**config.mk**
```make
export PLATFORM = sky130hd
export DESIGN_NAME = pst_serializer_tx
export DESIGN_NICKNAME = d
export VERILOG_FILES = /design/src/hdl/pst_pkg.sv /design/src/hdl/pst_buf2.sv /design/src/hdl/pst_serializer_tx.sv
export SDC_FILE = /design/constraint.sdc
export NUM_CORES = 1
export LEC_CHECK = 0
export BUFFER_PORTS_ARGS = -buffer_cell sky130_fd_sc_hd__buf_2
export CAP_MARGIN = 20
export CORE_UTILIZATION = 51
export CTS_BUF_LIST = sky130_fd_sc_hd__clkbuf_8 sky130_fd_sc_hd__clkbuf_16
export DETAILED_ROUTE_END_ITERATION = 12
export PLACE_DENSITY = 0.65
export SLEW_MARGIN = 20
export SYNTH_ARGS = -nofsm -noshare
export SYNTH_HDL_FRONTEND = slang
export SYNTH_SLANG_ARGS = --single-unit
```
**constraint.sdc**
```tcl
create_clock -name core_clk -period 3.84 [get_ports core_clk]
set_input_delay 0.384 -clock core_clk [delete_from_list [all_inputs] [get_ports core_clk]]
set_output_delay 0.384 -clock core_clk [all_outputs]
set_load 0.005 [all_outputs]
```
**src/hdl/pst_pkg.sv**
```systemverilog
// Package with the shared constants and carrier types of the pixel serializer.
package pst_pkg;

  // Width of one colour channel.
  localparam int COLOR_W = 8;
  // Width of the whole parallel word.
  localparam int WORD_W = 28;
  // Number of serial data lanes.
  localparam int LANES = 4;
  // Number of bit slots per pixel period.
  localparam int SLOTS = 7;
  // Core clock period in picoseconds.
  localparam int CLK_PERIOD_PS = 8000;
  // Longest allowed power-down entry time, in ns.
  localparam int PWRDN_MAX_NS = 100;
  // Power-down entry in cycles, rounded down and never below one.
  localparam int PWRDN_CYC = (PWRDN_MAX_NS * 1000 / CLK_PERIOD_PS) < 1 ? 1 :
                             (PWRDN_MAX_NS * 1000 / CLK_PERIOD_PS);
  // Longest allowed lock time, in ms.
  localparam int LOCK_MAX_MS = 10;
  // Lock time in cycles, rounded down.
  localparam int LOCK_CYC = LOCK_MAX_MS * 1000 * 1000 / (CLK_PERIOD_PS / 1000);
  // Forwarded clock pattern over the seven slots: high for slots 0 to 3.
  localparam logic [6:0] CLK_PATTERN = 7'h0F;
  // Reset value of the slot counter.
  localparam logic [2:0] SLOT_RST = 3'h0;

  // One parallel pixel word as the controller presents it.
  typedef struct packed {
    logic [3:0] ctrl;
    logic [COLOR_W-1:0] blue;
    logic [COLOR_W-1:0] green;
    logic [COLOR_W-1:0] red;
  } pst_word_t;

  // Transmit sequencer states.
  typedef enum logic [2:0] {
    ST_SLEEP = 3'b001,
    ST_LOCK = 3'b010,
    ST_RUN = 3'b100
  } pst_state_t;

endpackage : pst_pkg

```
**src/hdl/pst_buf2.sv**
```systemverilog
// Two-entry valid/ready buffer that carries pixel words.
`timescale 1ns/10ps
module pst_buf2 #(
  parameter int WIDTH = 28
) (
  // Clock and reset.
  input wire logic core_clk,
  input wire logic rst_n,
  // Filling side.
  input wire logic in_valid,
  output logic in_ready,
  input wire logic [WIDTH-1:0] in_data,
  // Draining side.
  output logic out_valid,
  input wire logic out_ready,
  output logic [WIDTH-1:0] out_data
);

  // Storage for the two entries.
  logic [WIDTH-1:0] mem_r [2];
  logic [WIDTH-1:0] mem_nxt [2];
  // Read and write pointers, one bit each.
  logic rd_r, rd_nxt, wr_r, wr_nxt;
  // Occupancy, zero to two.
  logic [1:0] cnt_r, cnt_nxt;
  logic push, pop;

  // Handshakes are combinational; full refuses the filler honestly.
  assign in_ready = (cnt_r != 2'h2);
  assign out_valid = (cnt_r != 2'h0);
  assign out_data = mem_r[rd_r];
  assign push = in_valid && in_ready;
  assign pop = out_valid && out_ready;

  // Next values of pointers, count and storage.
  always_comb begin
    mem_nxt = mem_r;
    rd_nxt = rd_r;
    wr_nxt = wr_r;
    cnt_nxt = cnt_r;
    if (push) begin
      mem_nxt[wr_r] = in_data;
      wr_nxt = ~wr_r;
    end
    if (pop) begin
      rd_nxt = ~rd_r;
    end
    if (push && !pop) begin
      cnt_nxt = cnt_r + 2'h1;
    end else if (pop && !push) begin
      cnt_nxt = cnt_r - 2'h1;
    end
  end

  // Registers only; storage is not reset since count guards it.
  always_ff @(posedge core_clk) begin
    mem_r <= mem_nxt;
    if (!rst_n) begin
      rd_r <= 1'b0;
      wr_r <= 1'b0;
      cnt_r <= 2'h0;
    end else begin
      rd_r <= rd_nxt;
      wr_r <= wr_nxt;
      cnt_r <= cnt_nxt;
    end
  end

endmodule : pst_buf2

```
**src/hdl/pst_serializer_tx.sv**
```systemverilog
// Pixel word serializer: four data lanes plus a forwarded clock lane.
//
// How it works
// - Take one 28-bit word: RGB plus controls.
// - Sample word on falling shift clock edge.
// - Seven bit slots per pixel period.
// - Drive four data lanes and forwarded clock.
// - Sleep input low tri-states all lane outputs.
// - Enter sleep within 100 ns.
// - Hold outputs off until lock time passes.
`timescale 1ns/10ps
module pst_serializer_tx #(
  // Lock wait in core cycles; shorten for simulation.
  parameter int LOCK_CYCLES = pst_pkg::LOCK_CYC
) (
  // Clock and reset; core_clk runs at the bit slot rate.
  input wire logic core_clk,
  input wire logic rst_n,
  // Parallel side from the display controller.
  input wire logic pixel_shift_clock_in,
  input wire pst_pkg::pst_word_t parallel_pixel_in,
  // Sleep request, active low.
  input wire logic sleep_request_n,
  // Serial data lanes.
  output logic [pst_pkg::LANES-1:0] serial_lane_pos,
  output logic [pst_pkg::LANES-1:0] serial_lane_neg,
  output logic [pst_pkg::LANES-1:0] serial_lane_oe,
  // Forwarded clock lane.
  output logic forwarded_clock_pos,
  output logic forwarded_clock_neg,
  output logic forwarded_clock_oe,
  // Sequencer status and overflow notice.
  output logic link_locked,
  output logic word_dropped
);

  // A lock wait of zero cycles would stay in the lock state until the 32-bit count reaches all ones; refuse it while elaborating.
  if (LOCK_CYCLES < 1) begin : g_bad_lock
    $error("LOCK_CYCLES must be at least one");
  end

  // Sequencer state and lock counter.
  pst_pkg::pst_state_t st_r, st_nxt;
  logic [31:0] lock_cnt_r, lock_cnt_nxt;
  // Previous shift clock level, for edge detection.
  logic shift_d_r, shift_d_nxt;
  // Slot position within the pixel period.
  logic [2:0] slot_r, slot_nxt;
  // Word being shifted out.
  logic [pst_pkg::WORD_W-1:0] shreg_r, shreg_nxt;
  // Registered lane outputs.
  logic [pst_pkg::LANES-1:0] lane_r, lane_nxt;
  logic fclk_r, fclk_nxt, oe_r, oe_nxt, drop_r, drop_nxt;
  // Buffer handshakes.
  logic fall, buf_in_ready, buf_out_valid, take;
  logic [pst_pkg::WORD_W-1:0] buf_out_data;

  // Map of word bit to lane and slot; one fixed layout.
  function automatic logic [pst_pkg::LANES-1:0] lane_bits(
    input logic [pst_pkg::WORD_W-1:0] w, input logic [2:0] s);
    logic [pst_pkg::LANES-1:0] r;
    r = '0;
    for (int l = 0; l < pst_pkg::LANES; l++) begin
      r[l] = w[l * pst_pkg::SLOTS + int'(s)];
    end
    return r;
  endfunction : lane_bits

  // A falling shift clock edge strobes the word in while running.
  assign fall = shift_d_r && !pixel_shift_clock_in;
  // The word leaves the buffer at the start of each slot 0.
  assign take = (st_r == pst_pkg::ST_RUN) && (slot_r == pst_pkg::SLOT_RST) && buf_out_valid;

  // Buffer between the strobe and the shifter, absorbing a late slot 0.
  pst_buf2 #(.WIDTH(pst_pkg::WORD_W)) u_buf (
    .core_clk(core_clk),
    .rst_n(rst_n),
    .in_valid(fall && st_r == pst_pkg::ST_RUN),
    .in_ready(buf_in_ready),
    .in_data(parallel_pixel_in),
    .out_valid(buf_out_valid),
    .out_ready(take),
    .out_data(buf_out_data)
  );

  // Sequencer: sleep, lock wait, then transmit.
  always_comb begin
    st_nxt = st_r;
    lock_cnt_nxt = lock_cnt_r;
    unique case (st_r)
      pst_pkg::ST_SLEEP: begin
        lock_cnt_nxt = '0;
        if (sleep_request_n) begin
          st_nxt = pst_pkg::ST_LOCK;
        end
      end
      pst_pkg::ST_LOCK: begin
        lock_cnt_nxt = lock_cnt_r + 32'h1;
        if (lock_cnt_r == 32'(LOCK_CYCLES - 1)) begin
          st_nxt = pst_pkg::ST_RUN;
        end
      end
      pst_pkg::ST_RUN: begin
        lock_cnt_nxt = lock_cnt_r;
      end
      default: begin
        st_nxt = pst_pkg::ST_SLEEP;
      end
    endcase
    // Sleep overrides everything on the next edge.
    if (!sleep_request_n) begin
      st_nxt = pst_pkg::ST_SLEEP;
    end
  end

  // Shifter and lane drivers.
  always_comb begin
    shift_d_nxt = pixel_shift_clock_in;
    slot_nxt = slot_r;
    shreg_nxt = shreg_r;
    lane_nxt = lane_r;
    fclk_nxt = fclk_r;
    oe_nxt = 1'b0;
    drop_nxt = fall && (st_r == pst_pkg::ST_RUN) && !buf_in_ready;
    if (st_r == pst_pkg::ST_RUN && sleep_request_n) begin
      oe_nxt = 1'b1;
      slot_nxt = (slot_r == 3'h6) ? pst_pkg::SLOT_RST : slot_r + 3'h1;
      if (take) begin
        shreg_nxt = buf_out_data;
      end
      lane_nxt = lane_bits(take ? buf_out_data : shreg_r, slot_r);
      fclk_nxt = pst_pkg::CLK_PATTERN[slot_r];
    end else begin
      slot_nxt = pst_pkg::SLOT_RST;
      lane_nxt = '0;
      fclk_nxt = 1'b0;
    end
  end

  // Register stage for all state.
  always_ff @(posedge core_clk) begin
    if (!rst_n) begin
      st_r <= pst_pkg::ST_SLEEP;
      lock_cnt_r <= '0;
      shift_d_r <= 1'b0;
      slot_r <= pst_pkg::SLOT_RST;
      shreg_r <= '0;
      lane_r <= '0;
      fclk_r <= 1'b0;
      oe_r <= 1'b0;
      drop_r <= 1'b0;
    end else begin
      st_r <= st_nxt;
      lock_cnt_r <= lock_cnt_nxt;
      shift_d_r <= shift_d_nxt;
      slot_r <= slot_nxt;
      shreg_r <= shreg_nxt;
      lane_r <= lane_nxt;
      fclk_r <= fclk_nxt;
      oe_r <= oe_nxt;
      drop_r <= drop_nxt;
    end
  end

  // Outputs; negative legs are the complement.
  assign serial_lane_pos = lane_r;
  assign serial_lane_neg = ~lane_r;
  assign serial_lane_oe = {pst_pkg::LANES{oe_r}};
  assign forwarded_clock_pos = fclk_r;
  assign forwarded_clock_neg = ~fclk_r;
  assign forwarded_clock_oe = oe_r;
  assign link_locked = (st_r == pst_pkg::ST_RUN);
  assign word_dropped = drop_r;

  // Outputs go off within the power-down bound.
  AST_SLEEP_OFF: assert property (@(posedge core_clk) disable iff (!rst_n)
    !sleep_request_n |-> ##[1:2] !forwarded_clock_oe)
    else $error("outputs still enabled after sleep");
  // Outputs stay off while asleep.
  AST_SLEEP_HIZ: assert property (@(posedge core_clk) disable iff (!rst_n)
    !sleep_request_n ##1 !sleep_request_n |-> serial_lane_oe == '0)
    else $error("lanes driven during sleep");
  // No drive before lock.
  AST_NO_DRIVE_UNLOCKED: assert property (@(posedge core_clk) disable iff (!rst_n)
    forwarded_clock_oe |-> $past(st_r) == pst_pkg::ST_RUN)
    else $error("driven before lock");
  // Slot counter wraps after slot six.
  AST_SLOT_WRAP: assert property (@(posedge core_clk) disable iff (!rst_n)
    slot_r == 3'h6 && st_r == pst_pkg::ST_RUN && sleep_request_n |=> slot_r == 3'h0)
    else $error("slot did not wrap");
  // Slot never exceeds six.
  AST_SLOT_RANGE: assert property (@(posedge core_clk) disable iff (!rst_n)
    slot_r <= 3'h6)
    else $error("slot out of range");
  // Forwarded clock follows the pattern of the previous slot.
  AST_FCLK_PATTERN: assert property (@(posedge core_clk) disable iff (!rst_n)
    forwarded_clock_oe |-> forwarded_clock_pos == pst_pkg::CLK_PATTERN[$past(slot_r)])
    else $error("forwarded clock pattern wrong");
  // Differential legs stay complementary.
  AST_DIFF_PAIR: assert property (@(posedge core_clk) disable iff (!rst_n)
    serial_lane_neg == ~serial_lane_pos)
    else $error("lane legs not complementary");
  // A loaded word appears on lane bits of slot 0.
  AST_MAP_SLOT0: assert property (@(posedge core_clk) disable iff (!rst_n)
    take && sleep_request_n |=> serial_lane_pos == lane_bits($past(buf_out_data), 3'h0))
    else $error("slot zero mapping wrong");
  // A falling strobe in run with room is buffered, not dropped.
  AST_STROBE_TAKEN: assert property (@(posedge core_clk) disable iff (!rst_n)
    fall && st_r == pst_pkg::ST_RUN && buf_in_ready |=> !word_dropped && buf_out_valid)
    else $error("word dropped with room");

endmodule : pst_serializer_tx

```
==> results.md <==
Yosys:
- The yosys synthesis warning count is 0.
- The portion of the post-synthesis area used by sequential elements is roughly half.
- The post-synthesis area per instance is approximately 10 sq um.
- The cell count after synthesis came out at between 600 and 700.
- The distinct cell type count of the synthesized netlist is 51.
- Counting flops with an async set or reset pin after synthesis yields a share of 0%.
- Counting every net in the synthesized netlist gives around 650.
- The cell type with the largest total area after synthesis is sky130_fd_sc_hd__edfxtp_1.
- In the post-synthesis netlist, the biggest area contributors are sky130_fd_sc_hd__edfxtp_1, sky130_fd_sc_hd__dfxtp_1, sky130_fd_sc_hd__mux2_2.
- The portion of synthesized cell area occupied by the leading cell type is approximately a quarter.
- The flop and latch count out of synthesis is 134.
- The mapped netlist covers roughly 0.0063 sq mm.
- Among all flip-flop cells after synthesis, the most frequent one is sky130_fd_sc_hd__dfxtp_1.
- The number of enable flip-flop cells after synthesis is 56.

Placement:
- The final estimated routing congestion in global placement is roughly 0.85.
- Once detailed placement completed, the half-perimeter wirelength came to approximately 9000 um.
- The placed instances occupy a cell area of 0.006731 sq mm.
- The count of input and output buffers is 48.
- Prior to clock tree synthesis, the placed netlist has a worst setup slack of around 0.96 ns.

Power and ir drop:
- Registers are responsible for 45.9% of the overall power.
- Summing internal, switching and leakage power gives between 3 and 4 mW.
- The power share of the clock group is between 50% and 60%.
- Cell internal power was estimated by the tool at around 2.6 mW.
- Summed over all cells, the static leakage comes to between 2 and 2.5 nW.
- The power density over cell area is approximately 440 mW/mm^2.
- For this design the total switching power over the nets is a little over 0.6 mW.
- The highest ir drop seen on vdd is between 300 and 400 uV.
- The switching fraction of total power is between 10% and 20%.
- Combinational logic burns 1.8% of the power.

STA:
- The number of failing hold endpoints at the final stage is 0.
- The slew at the pin closest to its max-slew limit is approximately 0.86 ns.
- Setup repair after global routing left no endpoint under its margin.
- In the final timing run, aggregate negative setup slack is 0 ns.
- The max-slew headroom at the worst pin is 41.93%.
- The number of pins exceeding their max-slew limit in the final report was 0.
- Subtracting the final worst setup slack from the clock period gives 2.910 ns.
- Setup violations remaining at the end of the flow were counted as 0.
- The portion of the clock cycle consumed by the worst path in the final layout is 75.79%.
- The slack of the critical path is around 0.93 ns.
- For the final database, setup skew stands at a little over 0.008 ns.
- The peak clock frequency supported by timing is 0.3436 GHz.

Floorplan:
- The standard cell core area is around 0.012 sq mm.
- In this run the horizontal extent of the chip is 113.5 um.
- The floorplan step defined a die boundary enclosing 0.01289 sq mm.
- The number of placement rows is 40.
- The chip height is between 100 and 150 um.
- The initial utilization of the core area, before any placement, comes to between 50% and 60%.
- The I/O pin count is just under 50.

Run:
- The count of maximum capacitance violations is 0.

Drt:
- Summed over all nets, wire length on met3 after detailed routing comes to 646 um.
- For this block, the routed nets add up to between 10,000 and 15,000 um of wire.
- The DRC violation total after the first TritonRoute iteration is slightly below 400.
- The first-pass iteration count of the detailed router is 5.
- The total via count after detailed routing is roughly 4,700.
- In the routed layout, each cell is associated on average with a via count of between 5 and 6.
- The routed length per placed instance is around 16 um.
- The total length of routed met2 wires is ~6200 um.
- Once detail routing completed, the nets flagged for antenna violations numbered 0.
- The highest metal layer carrying signal wires in the routed design is met4.
- The routed metal-1 wirelength is ~6200 um.
- After detailed routing, the number of remaining DRC violations is 0.

Outcome:
- The flow ran to the end, and the final reports show no timing, DRC or antenna violations.

CTS:
- The master cell of the clock root buffer is sky130_fd_sc_hd__clkbuf_16.
- TritonCTS built the clock tree.
- The clock sink count is roughly 130.
- The hold buffer count at CTS is 0.
- The post-CTS setup buffer count is 0.
- The number of levels the H-tree was split into is 4.
- The maximum buffer depth of the clock tree is 2.
- The clock latency of the later-clocked register in the worst-skew pair is 0.42 ns.
- After clock tree synthesis, the clock-pin slew on the worst setup and hold paths is about 0.06 ns.
- The number of gates resized after CTS was 0.
- Counting the buffers created by CTS gives 17.

Finish:
- The net count reported at finish is between 600 and 700.
- Once layout is complete, the utilization of the core stands at around three fifths.
- Leaving out fill and tap cells, the most frequent cells in the layout are sky130_fd_sc_hd__nor2_1, sky130_fd_sc_hd__dfxtp_1, sky130_fd_sc_hd__edfxtp_1, sky130_fd_sc_hd__buf_2, sky130_fd_sc_hd__nor3_1.
- The layout overhead on the synthesized area is 15.87%.
- The post-route cell area is about 0.0074 sq mm.
- The number of filler instances in the final layout is slightly above 1,000.
- The count of inserted antenna diode cells is 0.
- Cells with a size suffix above 1 make up 22.14% of the layout.
- The most common library cell in the layout ignoring fill and taps is sky130_fd_sc_hd__nor2_1.

Global route:
- The pin count of the biggest net entering global routing is 31.
- The first global-routing pass estimated 22,090 um of wire.
- The remaining global-route overflow is 0.
- The initial antenna violation count was 0.
- The number of global-route vias before repair is roughly 4,400.
- Global routing used 22.32% of the available tracks.

Critical path:
- The worst setup path startpoint is st_r[2].
- The launch instance of the worst register-to-register path is st_r[2].
- By startpoint and endpoint, the worst setup path is classified as reg -> reg.
- The critical path arrival is between 3 and 4 ns.
- The worst flop-to-flop path endpoint is serial_lane_pos[1].
- The maximum net fanout on the critical path is 30.
- The kind of end point of the critical path is a flop.
- The register-to-register path setup slack is just over 0.9 ns.
- STA classifies the critical path startpoint as a flop.
- The most critical setup path has its endpoint at serial_lane_pos[1].
- The number of cells on the worst reg-to-reg path is 7.
- Data on the critical path is required at its endpoint by 4.14 ns.

Worst hold path:
- The path class of the tightest hold or removal check is in -> reg.
through the flow:
| stage | instances | hold slack (ns) |
|---|---|---|
| after global placement | 800 | 0.4660 |
| after detailed placement | 800 | 0.4761 |
| after global routing | 832 | 0.1360 |
| final | 832 | 0.1522 |
| after floorplan | 605 | 0.4538 |
| after CTS | 832 | 0.1368 |
power by group through the flow:
stage | combinational [mW] | sequential, mW | clock, mW
after floorplan | 0.0296 | 1.52 | 0
after global placement | 0.0554 | 1.52 | 0
after detailed placement | 0.0576 | 1.52 | 0
after CTS | 0.0580 | 1.49 | 1.73
after global routing | 0.0637 | 1.49 | 1.79
final | 0.0577 | 1.49 | 1.70
sequential cells by signal (all words and copies together) (netlist names), 2 cells and up:
name / flops
st_r: 3
shreg_r: 28
lock_cnt_r: 32
serial_lane_pos: 4
u_buf.cnt_r: 2
u_buf.mem_r: 56
slot_r: 3
critical path, cell delays in order, from the launching register on:
cell and delay, ns:
sky130_fd_sc_hd__dfxtp_1 0.53, sky130_fd_sc_hd__or3b_1 0.53, sky130_fd_sc_hd__nor3_4 0.22, sky130_fd_sc_hd__buf_4 0.43, sky130_fd_sc_hd__mux4_2 0.57, sky130_fd_sc_hd__mux2i_1 0.14, sky130_fd_sc_hd__o22ai_1 0.10, sky130_fd_sc_hd__mux2_2 0.26
logic make-up after synthesis:
family | count (synthesis) | synth area share (%)
AOI/OAI and AO/OA | 86 | 8.401
xor gates and xnor gates | 6 | 0.8284
adders and majority gates | 9 | 1.775
buffers and inverters | 52 | 3.589
DFF | 134 | 51.11
muxes | 72 | 14.99
and+or+nand+nor | 246 | 19.31
final cells by class:
cell class	count	area, sq um	area share [%]
multi-input cells	419	2877	39.13
inverters	19	71.32	0.9700
repair buffers	60	330.3	4.493
well taps	168	210.2	2.859
flip-flops and latches	134	3243	44.11
clock buffers	17	425.4	5.786
clock inverters	15	195.2	2.655
worst min path at each step:
stage / cells past startpoint / start / end / slack (ns)
2_1_floorplan: 2 / shreg_r[1] / shreg_r[1] / 0.45
4_1_cts: 1 / parallel_pixel_in[23] / u_buf.mem_r[23] / 0.14
6_report: 1 / parallel_pixel_in[19] / u_buf.mem_r[19] / 0.15
3_5_place_dp: 2 / shreg_r[23] / shreg_r[23] / 0.48
3_3_place_gp: 2 / shreg_r[5] / shreg_r[5] / 0.47
5_1_grt: 1 / parallel_pixel_in[10] / u_buf.mem_r[10] / 0.14
cells in the mapped netlist, types with 2 or more instances:
| master | instances |
|---|---|
| sky130_fd_sc_hd__buf_4 | 5 |
| sky130_fd_sc_hd__a221o_1 | 4 |
| sky130_fd_sc_hd__nand3_1 | 26 |
| sky130_fd_sc_hd__o22ai_1 | 4 |
| sky130_fd_sc_hd__clkinv_1 | 2 |
| sky130_fd_sc_hd__a22oi_1 | 2 |
| sky130_fd_sc_hd__clkbuf_1 | 22 |
| sky130_fd_sc_hd__nor4_1 | 7 |
| sky130_fd_sc_hd__edfxtp_1 | 56 |
| sky130_fd_sc_hd__nor2b_1 | 7 |
| sky130_fd_sc_hd__mux4_2 | 15 |
| sky130_fd_sc_hd__nor2_1 | 80 |
| sky130_fd_sc_hd__a211oi_1 | 5 |
| sky130_fd_sc_hd__or2_2 | 6 |
| sky130_fd_sc_hd__a31oi_1 | 3 |
| sky130_fd_sc_hd__buf_2 | 5 |
| sky130_fd_sc_hd__ha_1 | 9 |
| sky130_fd_sc_hd__nand2_1 | 32 |
| sky130_fd_sc_hd__nand3b_1 | 3 |
| sky130_fd_sc_hd__or3_1 | 6 |
| sky130_fd_sc_hd__o31ai_1 | 2 |
| sky130_fd_sc_hd__nor4b_1 | 3 |
| sky130_fd_sc_hd__inv_1 | 17 |
| sky130_fd_sc_hd__o211ai_1 | 3 |
| sky130_fd_sc_hd__xor2_1 | 3 |
| sky130_fd_sc_hd__o21a_1 | 6 |
| sky130_fd_sc_hd__nor3b_1 | 2 |
| sky130_fd_sc_hd__o21ai_0 | 18 |
| sky130_fd_sc_hd__a21oi_1 | 32 |
| sky130_fd_sc_hd__nand2b_1 | 6 |
| sky130_fd_sc_hd__and4_1 | 2 |
| sky130_fd_sc_hd__dfxtp_1 | 78 |
| sky130_fd_sc_hd__and3_1 | 11 |
| sky130_fd_sc_hd__mux2_2 | 34 |
| sky130_fd_sc_hd__mux2i_1 | 23 |
| sky130_fd_sc_hd__xnor2_1 | 3 |
| sky130_fd_sc_hd__and2_1 | 7 |
| sky130_fd_sc_hd__nor3_1 | 36 |
| sky130_fd_sc_hd__nand4_1 | 8 |
layer usage:
layer / track usage [%] / vias up
li1: - / 2308
met1: 29.57 / 2270
met2: 35.45 / 146
met3: 5.898 / 20
met4: 7.895 / 0
met5: 0 / -
Note: power is estimated with default switching activity, not from simulation.
